===== config.mk =====
export PLATFORM = sky130hd
export DESIGN_NAME = dkrc_top
export DESIGN_NICKNAME = d
export VERILOG_FILES = /design/src/dkrc_pkg.sv /design/src/dkrc_flags.sv /design/src/dkrc_top.sv
export VERILOG_INCLUDE_DIRS = /design/src
export SDC_FILE = /design/constraint.sdc
export NUM_CORES = 1
export LEC_CHECK = 0
export BUFFER_PORTS_ARGS = -buffer_cell sky130_fd_sc_hd__clkbuf_2
export CORE_UTILIZATION = 53
export DETAILED_ROUTE_END_ITERATION = 8
export PLACE_DENSITY = 0.94
export SETUP_SLACK_MARGIN = 0.3
export SLEW_MARGIN = 0
export SYNTH_ARGS = -nofsm -noshare
export SYNTH_HDL_FRONTEND = slang
export SYNTH_SLANG_ARGS = --single-unit

===== constraint.sdc =====
create_clock -name I_CLK -period 2.9 [get_ports I_CLK]
set_input_delay 0.29 -clock I_CLK [delete_from_list [all_inputs] [get_ports I_CLK]]
set_output_delay 0.29 -clock I_CLK [all_outputs]
set_load 0.005 [all_outputs]

===== src/dkrc_cfg.svh =====
// constants for the disk rate configuration and result status block
`ifndef DKRC_CFG_SVH
`define DKRC_CFG_SVH
`define DKRC_ADDR_W          3
`define DKRC_OFS_RATE_CFG    3'h7
`define DKRC_OFS_DATA        3'h5
`define DKRC_RATE_RST        2'h2
`define DKRC_NOPREC_RST      1'h0
`define DKRC_RATE_LSB        0
`define DKRC_NOPREC_BIT      2
`define DKRC_CC_NORMAL       2'h0
`define DKRC_CC_ABNORMAL     2'h1
`define DKRC_CC_INVALID      2'h2
`define DKRC_CC_POLLING      2'h3
`define DKRC_RECAL_STEPS     7'h50
`define DKRC_LAST_SECTOR     8'hFF
`define DKRC_INDEX_LIMIT     2'h2
`endif


===== src/dkrc_pkg.sv =====
// types for the disk rate configuration and result status block
package dkrc_pkg;
   typedef enum logic [1:0] {
      DKRC_MODE_AT   = 2'h0,
      DKRC_MODE_PS2  = 2'h1,
      DKRC_MODE_M30  = 2'h2
   } dkrc_mode_e;
   typedef enum logic [2:0] {
      DKRC_ST_CMD  = 3'b001,
      DKRC_ST_EXEC = 3'b010,
      DKRC_ST_RES  = 3'b100
   } dkrc_state_e;
endpackage


===== src/dkrc_flags.sv =====
// sticky status flag bank, one generate entry per flag
`timescale 1ns/100ps
`default_nettype none
module dkrc_flags #(
   parameter int N = 8
) (
   // clock and control
   input  wire logic         i_clk,
   input  wire logic         i_ce,
   input  wire logic         i_rst_b,
   input  wire logic         i_clr,
   // events
   input  wire logic [N-1:0] i_set,
   // held flags
   output logic      [N-1:0] o_flag
);
   genvar g;
   generate
      for (g = 0; g < N; g = g + 1) begin : g_flag
         // set wins over clear
         wire next_flag = i_set[g] | (o_flag[g] & ~i_clr);
         always_ff @(posedge i_clk) begin
            if (!i_rst_b) begin
               o_flag[g] <= 1'b0;
            end else if (i_ce) begin
               o_flag[g] <= next_flag;
            end
         end
      end
   endgenerate
endmodule
`default_nettype wire


===== src/dkrc_top.sv =====
// disk rate configuration register and result status byte encoder
`timescale 1ns/100ps
`default_nettype none
`include "dkrc_cfg.svh"
module dkrc_top (
   // clock, enable, resets
   input  wire logic                    I_CLK,
   input  wire logic                    I_CE,
   input  wire logic                    I_RST_B,
   input  wire logic                    I_SW_RST,
   // host register access
   input  wire logic [`DKRC_ADDR_W-1:0] I_ADDR,
   input  wire logic                    I_WR,
   input  wire logic                    I_RD,
   input  wire logic [7:0]              I_WDATA,
   output logic      [7:0]              O_RDATA,
   // interface mode and digital input sources
   input  wire logic [1:0]              I_MODE,
   input  wire logic                    I_DISK_CHANGE,
   input  wire logic                    I_DMA_EN,
   // command sequencing
   input  wire logic                    I_CMD_START,
   input  wire logic                    I_CMD_END,
   input  wire logic [1:0]              I_COMPLETION,
   input  wire logic                    I_HEAD,
   input  wire logic [1:0]              I_DRIVE_SEL,
   // drive and data events
   input  wire logic                    I_SEEK_DONE,
   input  wire logic                    I_STEP,
   input  wire logic                    I_IS_RECAL,
   input  wire logic                    I_OUTWARD_OVERSTEP,
   input  wire logic                    I_TRACK_ZERO_IN,
   input  wire logic                    I_INDEX_PULSE_IN,
   input  wire logic                    I_ID_SEARCH,
   input  wire logic                    I_ID_MARK_FOUND,
   input  wire logic                    I_DATA_MARK_MISS,
   input  wire logic [7:0]              I_SECTOR,
   input  wire logic                    I_SECTOR_ACCESS,
   input  wire logic                    I_NO_TC_END,
   input  wire logic                    I_CRC_FAULT,
   input  wire logic                    I_OVERRUN,
   input  wire logic                    I_SECTOR_NOT_FOUND,
   input  wire logic                    I_WRITE_OP,
   input  wire logic                    I_WRITE_PROTECT,
   // rate outputs and result status
   output logic      [1:0]              O_RATE_SEL,
   output logic                         O_NO_PRECOMP,
   output logic                         O_RESULT_PHASE
);
   // ----------------------------------------------------------------
   // address decode
   // ----------------------------------------------------------------
   wire hit_cfg    = (I_ADDR == `DKRC_OFS_RATE_CFG);
   wire hit_data   = (I_ADDR == `DKRC_OFS_DATA);
   wire wr_cfg     = I_CE & I_WR & hit_cfg;
   wire mode_m30   = (I_MODE == dkrc_pkg::DKRC_MODE_M30);
   wire mode_ps2   = (I_MODE == dkrc_pkg::DKRC_MODE_PS2);

   // ----------------------------------------------------------------
   // rate configuration register
   // ----------------------------------------------------------------
   logic [1:0] rate_config_reg;
   logic       no_precomp;
   // only hardware reset touches these; software reset is ignored here
   always_ff @(posedge I_CLK) begin
      if (!I_RST_B) begin
         rate_config_reg <= `DKRC_RATE_RST;
         no_precomp      <= `DKRC_NOPREC_RST;
      end else if (wr_cfg) begin
         rate_config_reg <= I_WDATA[`DKRC_RATE_LSB +: 2];
         if (mode_m30) begin
            no_precomp <= I_WDATA[`DKRC_NOPREC_BIT];
         end
      end
   end
   assign O_RATE_SEL   = rate_config_reg;
   assign O_NO_PRECOMP = no_precomp;

   // ----------------------------------------------------------------
   // digital input register image at offset 7
   // ----------------------------------------------------------------
   wire rate_select_lo = rate_config_reg[0];
   wire rate_select_hi = rate_config_reg[1];
   wire high_dens_b    = ~(rate_config_reg == 2'h0 || rate_config_reg == 2'h3);
   wire [7:0] dir_at   = {I_DISK_CHANGE, 7'h00};
   wire [7:0] dir_ps2  = {I_DISK_CHANGE, 4'hF, rate_select_hi, rate_select_lo, high_dens_b};
   wire [7:0] dir_m30  = {I_DISK_CHANGE, 3'h0, I_DMA_EN, no_precomp,
                          rate_select_hi, rate_select_lo};
   wire [7:0] dir_val  = mode_m30 ? dir_m30 : (mode_ps2 ? dir_ps2 : dir_at);

   // ----------------------------------------------------------------
   // command phase tracking
   // ----------------------------------------------------------------
   dkrc_pkg::dkrc_state_e state;
   dkrc_pkg::dkrc_state_e next_state;
   logic                  byte_idx;
   wire rd_data   = I_CE & I_RD & hit_data;
   wire in_exec   = (state == dkrc_pkg::DKRC_ST_EXEC);
   wire in_res    = (state == dkrc_pkg::DKRC_ST_RES);
   wire rd_st1    = in_res & rd_data & byte_idx;
   wire rd_st0    = in_res & rd_data & ~byte_idx;

   always_comb begin
      case (state)
         dkrc_pkg::DKRC_ST_CMD:  next_state = I_CMD_START ? dkrc_pkg::DKRC_ST_EXEC : state;
         dkrc_pkg::DKRC_ST_EXEC: next_state = I_CMD_END ? dkrc_pkg::DKRC_ST_RES : state;
         dkrc_pkg::DKRC_ST_RES:  next_state = rd_st1 ? dkrc_pkg::DKRC_ST_CMD : state;
         default:                next_state = dkrc_pkg::DKRC_ST_CMD;
      endcase
   end

   always_ff @(posedge I_CLK) begin
      if (!I_RST_B || I_SW_RST) begin
         state    <= dkrc_pkg::DKRC_ST_CMD;
         byte_idx <= 1'b0;
      end else if (I_CE) begin
         state <= next_state;
         if (rd_st0) begin
            byte_idx <= 1'b1;
         end else if (rd_st1 || !in_res) begin
            byte_idx <= 1'b0;
         end
      end
   end
   assign O_RESULT_PHASE = in_res;

   // ----------------------------------------------------------------
   // event detection during execution
   // ----------------------------------------------------------------
   logic [6:0] step_cnt;
   logic [1:0] index_cnt;
   logic [1:0] completion;
   logic       head;
   logic [1:0] drive_sel;
   wire recal_fail  = I_IS_RECAL & I_STEP & ~I_TRACK_ZERO_IN
                      & (step_cnt == `DKRC_RECAL_STEPS - 7'h01);
   wire idx_fail    = I_ID_SEARCH & I_INDEX_PULSE_IN & ~I_ID_MARK_FOUND
                      & (index_cnt == `DKRC_INDEX_LIMIT - 2'h1);
   wire sector_over = I_SECTOR_ACCESS & (I_SECTOR == `DKRC_LAST_SECTOR);

   always_ff @(posedge I_CLK) begin
      if (!I_RST_B || I_SW_RST) begin
         step_cnt   <= 7'h00;
         index_cnt  <= 2'h0;
         completion <= `DKRC_CC_NORMAL;
         head       <= 1'b0;
         drive_sel  <= 2'h0;
      end else if (I_CE) begin
         if (I_CMD_START) begin
            step_cnt  <= 7'h00;
            index_cnt <= 2'h0;
         end else if (in_exec) begin
            if (I_IS_RECAL && I_STEP && step_cnt != `DKRC_RECAL_STEPS) begin
               step_cnt <= step_cnt + 7'h01;
            end
            if (I_ID_SEARCH && I_INDEX_PULSE_IN && index_cnt != `DKRC_INDEX_LIMIT) begin
               index_cnt <= index_cnt + 2'h1;
            end
         end
         if (in_exec && I_CMD_END) begin
            completion <= I_COMPLETION;
            head       <= I_HEAD;
            drive_sel  <= I_DRIVE_SEL;
         end
      end
   end

   // ----------------------------------------------------------------
   // sticky flags, cleared once their byte is read
   // ----------------------------------------------------------------
   logic [2:0] st0_flag;
   logic [5:0] st1_flag;
   wire  [2:0] st0_set = {3{in_exec}} & {
      I_SEEK_DONE,
      recal_fail | I_OUTWARD_OVERSTEP,
      1'b0};
   wire  [5:0] st1_set = {6{in_exec}} & {
      sector_over | (I_CMD_END & I_NO_TC_END),
      I_CRC_FAULT,
      I_OVERRUN,
      I_SECTOR_NOT_FOUND,
      I_WRITE_OP & I_WRITE_PROTECT,
      idx_fail | I_DATA_MARK_MISS};

   dkrc_flags #(.N(3)) u_st0 (
      .i_clk   (I_CLK),
      .i_ce    (I_CE),
      .i_rst_b (I_RST_B & ~I_SW_RST),
      .i_clr   (rd_st0),
      .i_set   (st0_set),
      .o_flag  (st0_flag)
   );
   dkrc_flags #(.N(6)) u_st1 (
      .i_clk   (I_CLK),
      .i_ce    (I_CE),
      .i_rst_b (I_RST_B & ~I_SW_RST),
      .i_clr   (rd_st1),
      .i_set   (st1_set),
      .o_flag  (st1_flag)
   );

   // ----------------------------------------------------------------
   // status byte encoding and read mux
   // ----------------------------------------------------------------
   wire [7:0] status0 = {completion, st0_flag[2], st0_flag[1],
                         1'b0, head, drive_sel};
   wire [7:0] status1 = {st1_flag[5], 1'b0, st1_flag[4], st1_flag[3],
                         1'b0, st1_flag[2], st1_flag[1], st1_flag[0]};
   wire [7:0] data_val = byte_idx ? status1 : status0;
   wire [7:0] next_rdata = (I_RD && hit_cfg) ? dir_val :
                           (I_RD && hit_data && in_res) ? data_val : 8'h00;

   always_ff @(posedge I_CLK) begin
      if (!I_RST_B) begin
         O_RDATA <= 8'h00;
      end else if (I_CE) begin
         O_RDATA <= next_rdata;
      end
   end
endmodule
`default_nettype wire


==> metrics list, run 1 <==
* Result of the run: completed
- The worst hold path begins at I_WDATA[1].
* Number of antenna repair diodes: 0
* Ratio of final minimum period to clock period: 0.6091
* Library cell occupying the most area in the post-synthesis netlist: sky130_fd_sc_hd__dfxtp_1
* Total routed wirelength: 3967 µm
* Hold buffer count at CTS: 0
- The H-tree was split into 2 levels.
- Once layout is complete, the cells apart from fillers number 319.
* Die area: 3703 µm²
* Number of input and output port buffers inserted: 58
- The max-slew violation count came to 0.
- The number of global-route vias before repair is 1505.
* Overall via count from detail_route: 1744
* Total Neg Setup Slack: 0 ns
* Chip Width: 60.85 µm
* Final routed wire length divided by cell count: 12.44 µm
- In the final layout, the share of cells above drive strength 1 is 0.2784.
- The smallest clock period supported by the final layout is computed as 1.766 ns.
* Count of different cell masters after synthesis: 44
* # resized after CTS: 0
* CTS tree: done
- At the worst endpoint, the required time is 3.16 ns.
* Final routed DRC violation total: 0
* Post-CTS setup repair buffer count: 0
- For this run, the share of the core covered by cells in the final layout is 0.6652.
* Maximum number of pins on one net before global-route repair: 23
* Static Leakage: 0.8748 nW
- STA classifies the critical path startpoint as a register.
* Boundary Pins: 64
- Static timing analysis puts the maximum clock frequency at 0.5662 GHz.
- The slowest stage of the critical path belongs to the cell sky130_fd_sc_hd__dfxtp_1.
- 1st-iter DRT viols: 69
* GRT Resource Usage Total: 0.2416
- In the final layout, the multi-input gates occupy 1013 µm².
- Final-layout fill cell count: 298
- At the end of the flow, the number of nets in the layout was 329.
- Of all nets on the critical path, the largest fanout is 6.
* Endpoint kind of the worst setup timing path: register
- Via/cell ratio: 5.467
- In this run the core area contains 21 standard-cell rows.
* Startpoint-to-endpoint class of the critical path: register to register
- The floorplan step set the die height to 60.85 µm.
- The worst register-to-register path has a setup slack of 1.13 ns.
- Cells along the critical path: inv_1 -> ha_1 -> and4bb_2 -> a211oi_2 -> a211oi_1 -> a31o_1
- The cell count after synthesis came out at 217.
- Mean post-synth cell area: 8.459 µm²
- Routability Congestion: 0.8067
- Global routing finished with a remaining overflow of 0.
- CTS Sinks: 37
* CTS Buf Count: 5
* Clock Tree Root: sky130_fd_sc_hd__clkbuf_4
- Delay of the slowest cell on the worst path: 0.41 ns
- Reg-to-Reg Start: step_cnt[0]
- Final setup violation count: 0
- On the final layout, the worst hold slack is 0.1462 ns.
* Share of the yosys chip area belonging to registers: 0.4035
* Crit Reg-Reg Endpoint: step_cnt[2]
* Starting density of the core: 0.5501
* Net count after synthesis: 273
- The synthesized design contains 37 register bits.
* Pre-antenna DRT Iters: 4
- The cell family contributing the most delay on the critical path is compound AO/OA/AOI/OAI gates.
- Layout Area Growth over Synthesis: 20.93%
- Across the VDD grid, the largest voltage drop is 0.2740 mV.
- Area of the core: 3337 µm²
- Yosys warnings: 0
- Count of antenna-violating nets left after detailed routing: 0
* Global-route wire length before repair: 6520 µm
- The share of synthesized area in the top cell type comes to 0.4035.
- Summing every instance area after synthesis gives 1836 µm².
- Across the run, the number of max-cap violations was 0.
* Class of the most critical hold timing path: input port to register
- The most used flip-flop cell after synthesis is sky130_fd_sc_hd__dfxtp_1.
* Total placed cells including tap cells: 312
- The wire-length estimate of the detail-placed layout is 3059 µm.
- Clock Tree Buf Depth: 2
- At the worst endpoint, the arrival time is 2.02 ns.
- Power density relative to cell area: 423.8 nW/µm²
- Yosys mapped a number of flops with a built-in enable equal to 0.
* FF-to-FF path depth: 6
* Hold Path Sink: O_RATE_SEL[1]
- Transition at the pin with the smallest max-transition slack: 0.4036 ns
* Clock transition at the registers of the reported paths: 0.11 ns
- Worst clock skew: 0.003338 ns
- After synthesis, the cell types taking the most area are sky130_fd_sc_hd__dfxtp_1 40%, sky130_fd_sc_hd__a21oi_1 4.6%, sky130_fd_sc_hd__nand2_1 4.1%.
* Worst slew slack as a fraction of its limit: 0.7304
* Post-synthesis async set-or-reset flop share: 0
* Area of all sequential standard cells: 740.7 µm²
* Clock insertion delay at the later pin of the skew report: 0.35 ns
- The number of antenna violations at the first check in global routing was 0.
- The number of hold-slack violations in the final timing report was 0.
* Number of cells traversed by the worst hold path: 3
- Setup repair after global routing missed its margin: no
- Together, buffers and inverters on the worst path number 1.
[stage by stage]
step | worst slack [ns] | cell area, µm² | total power, mW
after global routing | 1.011 | 2220 | 0.9854
after CTS | 1.130 | 2220 | 0.9483
final | 1.134 | 2220 | 0.9408
after detailed placement | 1.027 | 2147 | 0.6101
after floorplan | 1.347 | 1836 | 0.5659
after global placement | 1.116 | 2147 | 0.6076
[Yosys cell counts (3+ instances only)]
cell type / instances
sky130_fd_sc_hd__a21o_1: 3
sky130_fd_sc_hd__a21oi_1: 17
sky130_fd_sc_hd__a22oi_1: 5
sky130_fd_sc_hd__a31oi_1: 3
sky130_fd_sc_hd__clkbuf_1: 7
sky130_fd_sc_hd__dfxtp_1: 37
sky130_fd_sc_hd__ha_1: 4
sky130_fd_sc_hd__inv_1: 10
sky130_fd_sc_hd__mux2_2: 5
sky130_fd_sc_hd__mux2i_1: 4
sky130_fd_sc_hd__nand2_1: 20
sky130_fd_sc_hd__nand2b_1: 3
sky130_fd_sc_hd__nand3_1: 14
sky130_fd_sc_hd__nand3b_1: 3
sky130_fd_sc_hd__nand4_1: 3
sky130_fd_sc_hd__nor2_1: 20
sky130_fd_sc_hd__nor2b_1: 7
sky130_fd_sc_hd__o21ai_0: 13
sky130_fd_sc_hd__xnor2_1: 4
[per-layer routing]
| layer | track usage | routed length, µm | part of all wire | up-vias |
|---|---|---|---|---|
| met4 | 0.08766 | 88 | 0.022 | 0 |
| li1 | - | - | - | 889 |
| met2 | 0.4019 | 1938 | 0.49 | 54 |
| met3 | 0.07889 | 214 | 0.054 | 11 |
| met1 | 0.2927 | 1725 | 0.43 | 790 |
| met5 | 0 | 0 | 0 | - |
[report_power, final]
group          total [mW]  internal (mW)  switching [mW]
sequential          0.517          0.514         0.00378
clock               0.343          0.175           0.167
combinational      0.0807         0.0398          0.0409
[layout make-up]
type | count | share of cell area
repair buffers | 59 | 0.1342
clock buffers | 5 | 0.01691
multi-input cells | 160 | 0.4566
inverters | 10 | 0.01691
clock inverters | 2 | 0.01578
well taps | 46 | 0.02593
flip-flops and latches | 37 | 0.3337
[worst register-to-register path: cells and delay by family (launching register included)]
kind            cells  cell delay (ns)
compound gates      3             0.74
fa+ha+maj           1             0.20
buf+inv             1             0.07
flops               1             0.41
simple gates        1             0.26
[state kept, by name (all words and copies together) (netlist names)]
signal	count
completion	2
drive_sel	2
O_RDATA	8
byte_idx	1
u_st0.o_flag	2
state	3
step_cnt	7
index_cnt	2
O_NO_PRECOMP	1
O_RATE_SEL	2
head	1
u_st1.o_flag	6
[placed cells by master, fill, tap and decap left out, types with 4 or more instances in the layout]
master,n
sky130_fd_sc_hd__clkbuf_2,58
sky130_fd_sc_hd__dfxtp_1,37
sky130_fd_sc_hd__nor2_1,20
sky130_fd_sc_hd__nand2_1,20
sky130_fd_sc_hd__a21oi_1,17
sky130_fd_sc_hd__nand3_1,14
sky130_fd_sc_hd__o21ai_0,13
sky130_fd_sc_hd__inv_1,10
sky130_fd_sc_hd__nor2b_1,7
sky130_fd_sc_hd__mux2_2,5
sky130_fd_sc_hd__a22oi_1,5
sky130_fd_sc_hd__clkbuf_4,5
sky130_fd_sc_hd__xnor2_1,4
sky130_fd_sc_hd__mux2i_1,4
sky130_fd_sc_hd__ha_1,4
[worst max path at each step]
stage | slack [ns] | cells past startpoint | end | startpoint
detailed placement | 1.03 | 5 | index_cnt[0] | I_CE
finish | 1.13 | 6 | step_cnt[2] | step_cnt[0]
CTS | 1.13 | 6 | step_cnt[2] | step_cnt[0]
global route | 1.01 | 6 | step_cnt[2] | step_cnt[0]
global placement | 1.12 | 5 | index_cnt[1] | I_CE
floorplan | 1.35 | 6 | step_cnt[2] | step_cnt[0]
[kinds of logic after synthesis]
logic type                 count (synthesis)  synth area share
AOI/OAI and AO/OA                         54            0.1902
xor gates and xnor gates                   4           0.01908
and+or+nand+nor                           89            0.2631
DFF                                       37            0.4035
muxes                                      9           0.05249
adders and majority gates                  4           0.02727
buffers and inverters                     20           0.04431
Note: power is estimated with default switching activity, not from simulation.
==> inputs of run 2 (changes only) <==
--- a/config.mk
+++ b/config.mk
@@ -6,10 +6,11 @@
 export SDC_FILE = /design/constraint.sdc
 export NUM_CORES = 1
 export LEC_CHECK = 0
+export ABC_AREA = 1
 export BUFFER_PORTS_ARGS = -buffer_cell sky130_fd_sc_hd__clkbuf_2
-export CORE_UTILIZATION = 53
+export CORE_UTILIZATION = 50
 export DETAILED_ROUTE_END_ITERATION = 8
-export PLACE_DENSITY = 0.94
+export PLACE_DENSITY = 0.89
 export SETUP_SLACK_MARGIN = 0.3
 export SLEW_MARGIN = 0
 export SYNTH_ARGS = -nofsm -noshare
==> constraint.sdc (replaced) <==
create_clock -name I_CLK -period 1.78 [get_ports I_CLK]
set_input_delay 0.178 -clock I_CLK [delete_from_list [all_inputs] [get_ports I_CLK]]
set_output_delay 0.178 -clock I_CLK [all_outputs]
set_load 0.005 [all_outputs]
==> metrics list, run 2 <==
- Number of standard cells after synthesis: 283 (was 217)
* Chip Height: 63.98 µm (was 60.85 µm)
- The fraction of final layout cells with drive strength greater than 1 came to 0.2630 (was 0.2784).
- Worst ir drop on vdd: 0.7823 mV (was 0.2740 mV)
- NumNets Final: 402 (was 329)
* Clock Tree Root: sky130_fd_sc_hd__clkbuf_8 (was sky130_fd_sc_hd__clkbuf_4)
- Maximum number of pins on one net before global-route repair: 17 (was 23)
- Endpoint kind of the worst setup timing path: register (unchanged)
- The fraction of synthesis flops using an asynchronous set or reset pin was 0 (unchanged).
* Synth Cell Area: 1921 µm² (was 1836 µm²)
- The antenna diode count came to 0 (unchanged).
- Floorplan row count: 22 (was 21)
- The average cell area after synthesis is 6.787 µm² (was 8.459 µm²).
- Worst slew slack as a fraction of its limit: 0.7507 (was 0.7304)
* Flip-flop count of the largest register after layout: 8 (unchanged)
* Flip-flop cell with the highest count after synthesis: sky130_fd_sc_hd__dfxtp_1 (unchanged)
* Leading post-synthesis cells by instance count: 69 x sky130_fd_sc_hd__nand2_1, 37 x sky130_fd_sc_hd__dfxtp_1, 33 x sky130_fd_sc_hd__a21oi_1 (was 37 x sky130_fd_sc_hd__dfxtp_1, 20 x sky130_fd_sc_hd__nand2_1, 20 x sky130_fd_sc_hd__nor2_1)
* Library cell occupying the most area in the post-synthesis netlist: sky130_fd_sc_hd__dfxtp_1 (unchanged)
- Hold Path Sink: O_RATE_SEL[1] (unchanged)
- Crit Reg-Reg Endpoint: step_cnt[6] (was step_cnt[2])
* Share of the yosys chip area belonging to registers: 0.3857 (was 0.4035)
- Count of different cell masters after synthesis: 29 (was 44)
- The most used standard cell by instance count after synthesis is sky130_fd_sc_hd__nand2_1 (was sky130_fd_sc_hd__dfxtp_1).
- The clock tree buffer depth is 2 (unchanged).
* Total routed wirelength: 4528 µm (was 3967 µm)
* Final routed wire length divided by cell count: 11.49 µm (was 12.44 µm)
- # H-tree levels: 2 (unchanged)
- The worst path required time came to 1.97 ns (was 3.16 ns).
- Power density relative to cell area: 725.4 nW/µm² (was 423.8 nW/µm²)
* Seq cells post-synth: 37 (unchanged)
- Reg-to-Reg Start: step_cnt[1] (was step_cnt[0])
* CTS Buf Count: 5 (unchanged)
- Count of antenna-violating nets left after detailed routing: 0 (unchanged)
- CTS tree: done (unchanged)
- Overall via count from detail_route: 1988 (was 1744)
- Clock insertion delay at the later pin of the skew report: 0.29 ns (was 0.35 ns)
* Number of standard cells in the layout, taps in and fillers out: 394 (was 319)
- The count of unresolved DRC violations after routing was 0 (unchanged).
- Ratio of final minimum period to clock period: 0.7794 (was 0.6091)
- The placer's final routability congestion estimate was 0.8755 (was 0.8067).
* Register name with the most flops: O_RDATA (unchanged)
- Worst Path Max Fanout: 4 (was 6)
- The final worst clock skew is 0.003833 ns (was 0.003338 ns).
- The half-perimeter wire length of the detailed placement result was 3488 µm (was 3059 µm).
* Static Leakage: 1.044 nW (was 0.8748 nW)
- Global-route wire length before repair: 7300 µm (was 6520 µm)
* Starting density of the core: 0.5246 (was 0.5501)
- The most common library cell in the layout ignoring fill and taps is sky130_fd_sc_hd__nand2_1 (was sky130_fd_sc_hd__clkbuf_2).
- Transition at the pin with the smallest max-transition slack: 0.3725 ns (was 0.4036 ns)
- Hold buffer count at CTS: 0 (unchanged)
- Leading post-synthesis cells by cell area: sky130_fd_sc_hd__dfxtp_1 39%, sky130_fd_sc_hd__nand2_1 13%, sky130_fd_sc_hd__a21oi_1 8.6% (was sky130_fd_sc_hd__dfxtp_1 40%, sky130_fd_sc_hd__a21oi_1 4.6%, sky130_fd_sc_hd__nand2_1 4.1%)
* Via/cell ratio: 5.046 (was 5.467)
- Number of antenna violations at the first check in global routing: 0 (unchanged)
- Remaining global-route overflow: 0 (unchanged)
* Final Hold Fails: 0 (unchanged)
* Number of cells traversed by the worst hold path: 3 (unchanged)
- Number of input and output port buffers inserted: 58 (unchanged)
* Class of the most critical hold timing path: input port to register (unchanged)
* Most frequent cells in the layout: 69 x sky130_fd_sc_hd__nand2_1, 58 x sky130_fd_sc_hd__clkbuf_2, 36 x sky130_fd_sc_hd__dfxtp_1 (was 58 x sky130_fd_sc_hd__clkbuf_2, 37 x sky130_fd_sc_hd__dfxtp_1, 20 x sky130_fd_sc_hd__nor2_1, 20 x sky130_fd_sc_hd__nand2_1, 17 x sky130_fd_sc_hd__a21oi_1)
* Max Freq: 0.7208 GHz (was 0.5662 GHz)
- The max-slew violation count came to 0 (unchanged).
- The sink count of the clock tree is 37 (unchanged).
* Result of the run: completed (unchanged)
* Final-layout fill cell count: 333 (was 298)
* Number of synthesized flops with an enable pin: 0 (unchanged)
* FF-to-FF path depth: 8 (was 6)
* Layout Cell Area excl Fill: 2371 µm² (was 2220 µm²)
* Arr. time, crit path: 1.58 ns (was 2.02 ns)
- Maximum capacitance violations: 0 (unchanged)
- The instance count after placement with tap cells included is 387 (was 312).
* Total Power Consumption: 1.720 mW (was 0.9408 mW)
- Startpoint class of the critical path: register (unchanged)
- Area of all sequential standard cells: 742.0 µm² (was 740.7 µm²)
- Top flop regs: O_RDATA x8, step_cnt x7, u_st1.o_flag x6 (unchanged)
- The CTS clock-pin slew for the worst setup and hold paths came to 0.07 ns (was 0.11 ns).
* Final setup violation count: 0 (unchanged)
* Register-to-register path setup slack: 0.39 ns (was 1.13 ns)
- The start-to-end type of the worst setup path is register to register (unchanged).
- Net count after synthesis: 339 (was 273)
- Chip Width: 63.98 µm (was 60.85 µm)
* Placed inst area: 2266 µm² (was 2147 µm²)
- Die area: 4093 µm² (was 3703 µm²)
* Minimum period implied by the final worst setup slack: 1.387 ns (was 1.766 ns)
- Pre-antenna DRT Iters: 4 (unchanged)
- The top-level I/O count was 64 (unchanged).
* Yosys warnings: 0 (unchanged)
* Vias in the first global route: 1778 (was 1505)
- The worst min-delay path startpoint is I_WDATA[1] (unchanged).
- Footprint of the multi-input gates: 1020 µm² (was 1013 µm²)
- The area added between synthesis and finish came to 23.45% (was 20.93%).
- Setup repair after global routing missed its margin: no (unchanged)
- 1st-iter DRT viols: 109 (was 69)
- The core area was 3661 µm² (was 3337 µm²).
- The setup TNS after final layout came to 0 ns (unchanged).
- The fraction of synthesized cell area taken by the top area cell type was 0.3857 (was 0.4035).
- The aggregate global-route resource usage is 0.2375 (was 0.2416).
-- run 2: cell types whose count changed in the layout (fill, tap and decap cells not counted), moves of 4 or more --
cell and change:
sky130_fd_sc_hd__a21oi_1 +16, sky130_fd_sc_hd__a22oi_1 -5, sky130_fd_sc_hd__clkbuf_4 -5, sky130_fd_sc_hd__clkbuf_8 +5, sky130_fd_sc_hd__inv_1 +18, sky130_fd_sc_hd__inv_2 +7
sky130_fd_sc_hd__mux2_2 -5, sky130_fd_sc_hd__mux2i_1 -4, sky130_fd_sc_hd__nand2_1 +49, sky130_fd_sc_hd__nand3_1 +14, sky130_fd_sc_hd__nor2_1 +6, sky130_fd_sc_hd__nor2b_1 -7
sky130_fd_sc_hd__o21ai_1 +7, sky130_fd_sc_hd__xnor2_1 -4
-- run 2: metal layers --
layer | track usage | share of wire | vias to the layer above
met4 | 0.1193 | 0.015 | 0
met3 | 0.07143 | 0.056 | 5
li1 | - | - | 1042
met1 | 0.2445 | 0.43 | 876
met2 | 0.4309 | 0.50 | 65
met5 | 0 | 0 | -
-- run 2: area by class of cell --
| class | instances | area share |
|---|---|---|
| multi-input combinational | 205 | 0.4301 |
| sequential | 37 | 0.3129 |
| timing repair buffer | 60 | 0.1288 |
| inverter | 37 | 0.05910 |
| clock buffer | 5 | 0.02902 |
| tap | 48 | 0.02533 |
| clock inverter | 2 | 0.01478 |
-- run 2: how the worst max path moves through the flow --
stage / startpoint / end / slack, ns / depth (start not counted)
finish: step_cnt[1] / step_cnt[6] / 0.39 / 8
global placement: step_cnt[1] / step_cnt[6] / 0.50 / 8
CTS: step_cnt[1] / step_cnt[6] / 0.42 / 8
floorplan: step_cnt[1] / step_cnt[6] / 0.60 / 8
detailed placement: step_cnt[1] / step_cnt[6] / 0.43 / 8
global route: step_cnt[0] / step_cnt[5] / 0.32 / 8
-- run 2: metrics by stage --
stage	setup slack, ns	hold WS [ns]	utilization
after floorplan	0.6028	0.2621	-
after global placement	0.5007	0.3994	0.6189
after detailed placement	0.4297	0.3951	0.6189
after CTS	0.4198	0.08792	0.6473
after global routing	0.3237	0.1147	0.6476
final	0.3927	0.09683	0.6476
-- run 2: cell families (layout without fill, tap and decap cells) --
family | count (synthesis) | count (layout) | share of synthesized area
compound gates | 57 | 57 | 0.1563
buf+inv | 41 | 104 | 0.08339
fa+ha+maj | 4 | 4 | 0.02606
simple gates | 144 | 144 | 0.3485
flops | 37 | 37 | 0.3857
-- run 2: repair_timing --
action / in CTS / in global routing
endpoints found under the setup margin: 0 / 1
gates resized for setup: 0 / 1
setup buffers: 0 / 0
-- run 2: worst max-delay path, cell delays in order, from the launching register on --
cell and delay [ns]:
sky130_fd_sc_hd__dfxtp_1 0.38, sky130_fd_sc_hd__ha_1 0.19, sky130_fd_sc_hd__nand2_1 0.08, sky130_fd_sc_hd__nor2_1 0.21
sky130_fd_sc_hd__nand2_1 0.11, sky130_fd_sc_hd__nor2_1 0.13, sky130_fd_sc_hd__nand3_1 0.09, sky130_fd_sc_hd__nand2_1 0.06
sky130_fd_sc_hd__nor2_1 0.04
-- run 2: power breakdown --
part	total [mW]	internal (mW)	switching (mW)
sequential	0.847	0.838	0.00948
combinational	0.165	0.0721	0.0934
clock	0.707	0.407	0.300
total	1.72	1.32	0.403
==> inputs of run 3 (changes only) <==
--- a/config.mk
+++ b/config.mk
@@ -6,9 +6,9 @@
 export SDC_FILE = /design/constraint.sdc
 export NUM_CORES = 1
 export LEC_CHECK = 0
-export ABC_AREA = 1
+export ABC_AREA = 0
 export BUFFER_PORTS_ARGS = -buffer_cell sky130_fd_sc_hd__clkbuf_2
-export CORE_UTILIZATION = 50
+export CORE_UTILIZATION = 49
 export DETAILED_ROUTE_END_ITERATION = 8
 export PLACE_DENSITY = 0.89
 export SETUP_SLACK_MARGIN = 0.3
==> constraint.sdc (replaced) <==
create_clock -name I_CLK -period 1.4 [get_ports I_CLK]
set_input_delay 0.14 -clock I_CLK [delete_from_list [all_inputs] [get_ports I_CLK]]
set_output_delay 0.14 -clock I_CLK [all_outputs]
set_load 0.005 [all_outputs]
==> metrics list, run 3 (synthesized netlist as in run 1, its figures left out) <==
- Result of the run: finished with violations (was completed)
* Violations in the final reports: negative setup slack
- The cell family with the largest share of critical-path delay is simple AND/OR/NAND/NOR gates (unchanged).
- Internal Dissipation: 1.729 mW (was 1.317 mW)
* Worst Setup Slack post-DPL: -0.1557 ns (was 0.4297 ns)
- The total iterations of the first detailed-routing run was 5 (was 4).
* Arr. time, crit path: 1.80 ns (was 1.58 ns)
- Remaining global-route overflow: 0 (unchanged)
* Total Power Consumption: 2.261 mW (was 1.720 mW)
- The clock tree buffer depth came to 2 (unchanged).
- Maximum number of pins on one net before global-route repair: 22 (was 17)
- Top metal layer carrying routed signals: met4 (unchanged)
- Number of antenna repair diodes: 0 (unchanged)
- The register name with the most flops is O_RDATA (unchanged).
- Top flop regs: O_RDATA x8, step_cnt x7, u_st1.o_flag x6 (unchanged).
* Worst setup slack after layout: -0.2148 ns (was 0.3927 ns)
* Ratio of final minimum period to clock period: 1.153 (was 0.7794)
- The final antenna-violating net count was 0 (unchanged).
- Hold buffer count at CTS: 0 (unchanged)
- Worst clock skew: 0.005007 ns (was 0.003833 ns)
* Maximum capacitance violations: 0 (unchanged)
- Data required time of the worst path: 1.58 ns (was 1.97 ns)
- Final-layout fill cell count: 199 (was 333)
- The wire length of the first global-routing pass came to 9673 µm (was 7300 µm).
- Overall via count from detail_route: 2212 (was 1988)
- The area after detailed placement is 2325 µm² (was 2266 µm²).
* Startpoint of the most critical hold path: I_DRIVE_SEL[1] (was I_WDATA[1])
- CTS Buf Count: 5 (unchanged)
- The cell leakage power was 1.093 nW (was 1.044 nW).
- Total Neg Setup Slack: -0.9174 ns (was 0 ns)
- The cell count of the worst reg-to-reg path was 7 (was 8).
- Crit Reg-Reg Endpoint: step_cnt[0] (was step_cnt[6])
- Die area: 3995 µm² (was 4093 µm²)
- Layout Area Growth over Synthesis: 52.56% (was 23.45%)
* Setup repair after global routing missed its margin: yes (was no)
* Via/cell ratio: 6.284 (was 5.046)
- Floorplan row count: 21 (was 22)
- The count of buffers from port buffering is 58 (unchanged).
- Met2 wire len: 3219 µm (was 2267 µm)
- Net switching fraction of the power: 0.2355 (was 0.2344)
- NumNets Final: 361 (was 402)
- Boundary Pins: 64 (unchanged)
- Delay of the slowest cell on the worst path: 0.34 ns (was 0.38 ns)
* Clock insertion delay at the later pin of the skew report: 0.30 ns (was 0.29 ns)
* Worst Path Max Fanout: 5 (was 4)
- The worst-path cell with the longest stage delay is sky130_fd_sc_hd__dfxtp_2 (was sky130_fd_sc_hd__dfxtp_1).
* Total routed wirelength: 6833 µm (was 4528 µm)
- Share of cells above drive strength 1: 0.4837 (was 0.2630)
- Area of the core: 3468 µm² (was 3661 µm²)
- Number of antenna violations at the first check in global routing: 0 (unchanged)
- Flop pwr share: 0.472 (was 0.493)
* Cells along the critical path: inv_2 -> ha_4 -> and4bb_2 -> a211oi_4 -> buf_6 -> nand3b_1 -> a21oi_1 (was ha_1 -> nand2_1 -> nor2_1 -> nand2_1 -> nor2_1 -> nand3_1 -> nand2_1 -> nor2_1)
- Worst ir drop on vdd: 0.5777 mV (was 0.7823 mV)
- Startpoint-to-endpoint class of the critical path: register to register (unchanged)
- The sink count of the clock tree came to 37 (unchanged).
* Most frequent cells in the layout: 57 x sky130_fd_sc_hd__clkbuf_2, 30 x sky130_fd_sc_hd__dfxtp_1, 24 x sky130_fd_sc_hd__buf_4 (was 69 x sky130_fd_sc_hd__nand2_1, 58 x sky130_fd_sc_hd__clkbuf_2, 36 x sky130_fd_sc_hd__dfxtp_1)
* Final Hold Slack: 0.06907 ns (was 0.09683 ns)
- Vias in the first global route: 2078 (was 1778)
* Starting density of the core: 0.5292 (was 0.5246)
* Clock Tree Root: sky130_fd_sc_hd__clkbuf_8 (unchanged)
- Layout Cell Area excl Fill: 2800 µm² (was 2371 µm²)
- Final Hold Fails: 0 (unchanged)
- Combinational share of power: 0.092 (was 0.096)
* Final routed wire length divided by cell count: 19.41 µm (was 11.49 µm)
* Power density relative to cell area: 807.6 nW/µm² (was 725.4 nW/µm²)
* Sum of routed wire segments on met1: 2649 µm (was 1938 µm)
* # H-tree levels: 2 (unchanged)
- The actual transition at the worst max-transition pin was 0.4858 ns (was 0.3725 ns).
* Flip-flop count of the largest register after layout: 8 (unchanged)
- The critical path endpoint category was a register (unchanged).
- The kind of start point of the critical path is a register (unchanged).
- Worst slew slack as a fraction of its limit: 0.6754 (was 0.7507)
* Class of the most critical hold timing path: input port to register (unchanged)
- Clock network fraction of design power: 0.435 (was 0.411)
- HPWL Detailed: 3485 µm (was 3488 µm)
- Chip Height: 63.21 µm (was 63.98 µm)
* Minimum period implied by the final worst setup slack: 1.615 ns (was 1.387 ns)
* Routed wire length on met3: 584 µm (was 252 µm)
* Max Freq: 0.6193 GHz (was 0.7208 GHz)
* Number of cells traversed by the worst hold path: 3 (unchanged)
* CTS tree: done (unchanged)
- Clock transition at the registers of the reported paths: 0.07 ns (about the same)
* Hold Path Sink: drive_sel[1] (was O_RATE_SEL[1])
- The switching power summed over all nets was 0.5325 mW (was 0.4031 mW).
- Final routed DRC violation total: 0 (unchanged)
- Most frequent standard cell in the layout excluding fill and tap cells: sky130_fd_sc_hd__clkbuf_2 (was sky130_fd_sc_hd__nand2_1)
- The source of the worst register-to-register timing path was step_cnt[0] (was step_cnt[1]).
- GRT Resource Usage Total: 0.3141 (was 0.2375)
- The count of endpoints failing setup in the final report is 9 (was 0).
- Bufs and invs on worst path: 2 (was 0)
- Final-report max-slew violation count: 0 (unchanged)
- Routability Congestion: 0.9183 (was 0.8755)
- Chip Width: 63.21 µm (was 63.98 µm)
- Register-to-register path setup slack: -0.21 ns (was 0.39 ns)
- The initial detailed-routing violation count is 218 (was 109).
## run 3: what timing repair did
| action | 4_1_cts | 5_1_grt |
|---|---|---|
| cloned | 1 | 0 |
| buffers inserted | 9 | 9 |
| setup endpoints to repair | 33 | 33 |
| resized for setup | 21 | 40 |
| hold endpoints to repair | 0 | 0 |
| pin swaps | 9 | 26 |
## run 3: worst max-delay path by stage
stage                startpoint           to  slack [ns]  cells after the start
CTS                 step_cnt[1]  step_cnt[1]       -0.13                      7
global route        step_cnt[1]  step_cnt[0]       -0.25                      7
floorplan           step_cnt[0]  step_cnt[2]       -0.04                      6
global placement    step_cnt[1]  step_cnt[2]       -0.08                      6
detailed placement  step_cnt[1]  step_cnt[2]       -0.16                      6
finish              step_cnt[0]  step_cnt[0]       -0.21                      7
## run 3: power groups by stage
stage	logic, mW	clock network [mW]	registers [mW]
floorplan	0.0810	0	1.10
global placement	0.175	0	1.10
detailed placement	0.180	0	1.10
CTS	0.183	0.987	1.07
global route	0.223	1.05	1.07
finish	0.209	0.985	1.07
## run 3: per-layer routing
| metal | vias to the layer above | track usage |
|---|---|---|
| met5 | - | 0 |
| li1 | 957 | - |
| met2 | 174 | 0.5175 |
| met3 | 46 | 0.06341 |
| met4 | 0 | 0.2358 |
| met1 | 1035 | 0.3558 |
## run 3: area by class of cell
cell class              count  area (µm²)  share of cell area
multi-input cells         160        1251              0.4468
clock buffers               6       82.58             0.02949
inverters                  10       37.54             0.01340
well taps                  46       57.56             0.02055
clock inverters             2       37.54             0.01340
flip-flops and latches     37       759.5              0.2712
repair buffers             91       574.3              0.2051
## run 3: tightest hold or removal path: cells and delay by family
kind                   cells  cell delay (ns)
AOI/OAI and AO/OA          1             0.05
buffers and inverters      1             0.08
and+or+nand+nor            1             0.05
## run 3: through the flow
step,utilization,instances
after floorplan,-,217
after global placement,0.6703,325
after detailed placement,0.6703,325
after CTS,0.7413,343
after global routing,0.8074,352
final,0.8074,352
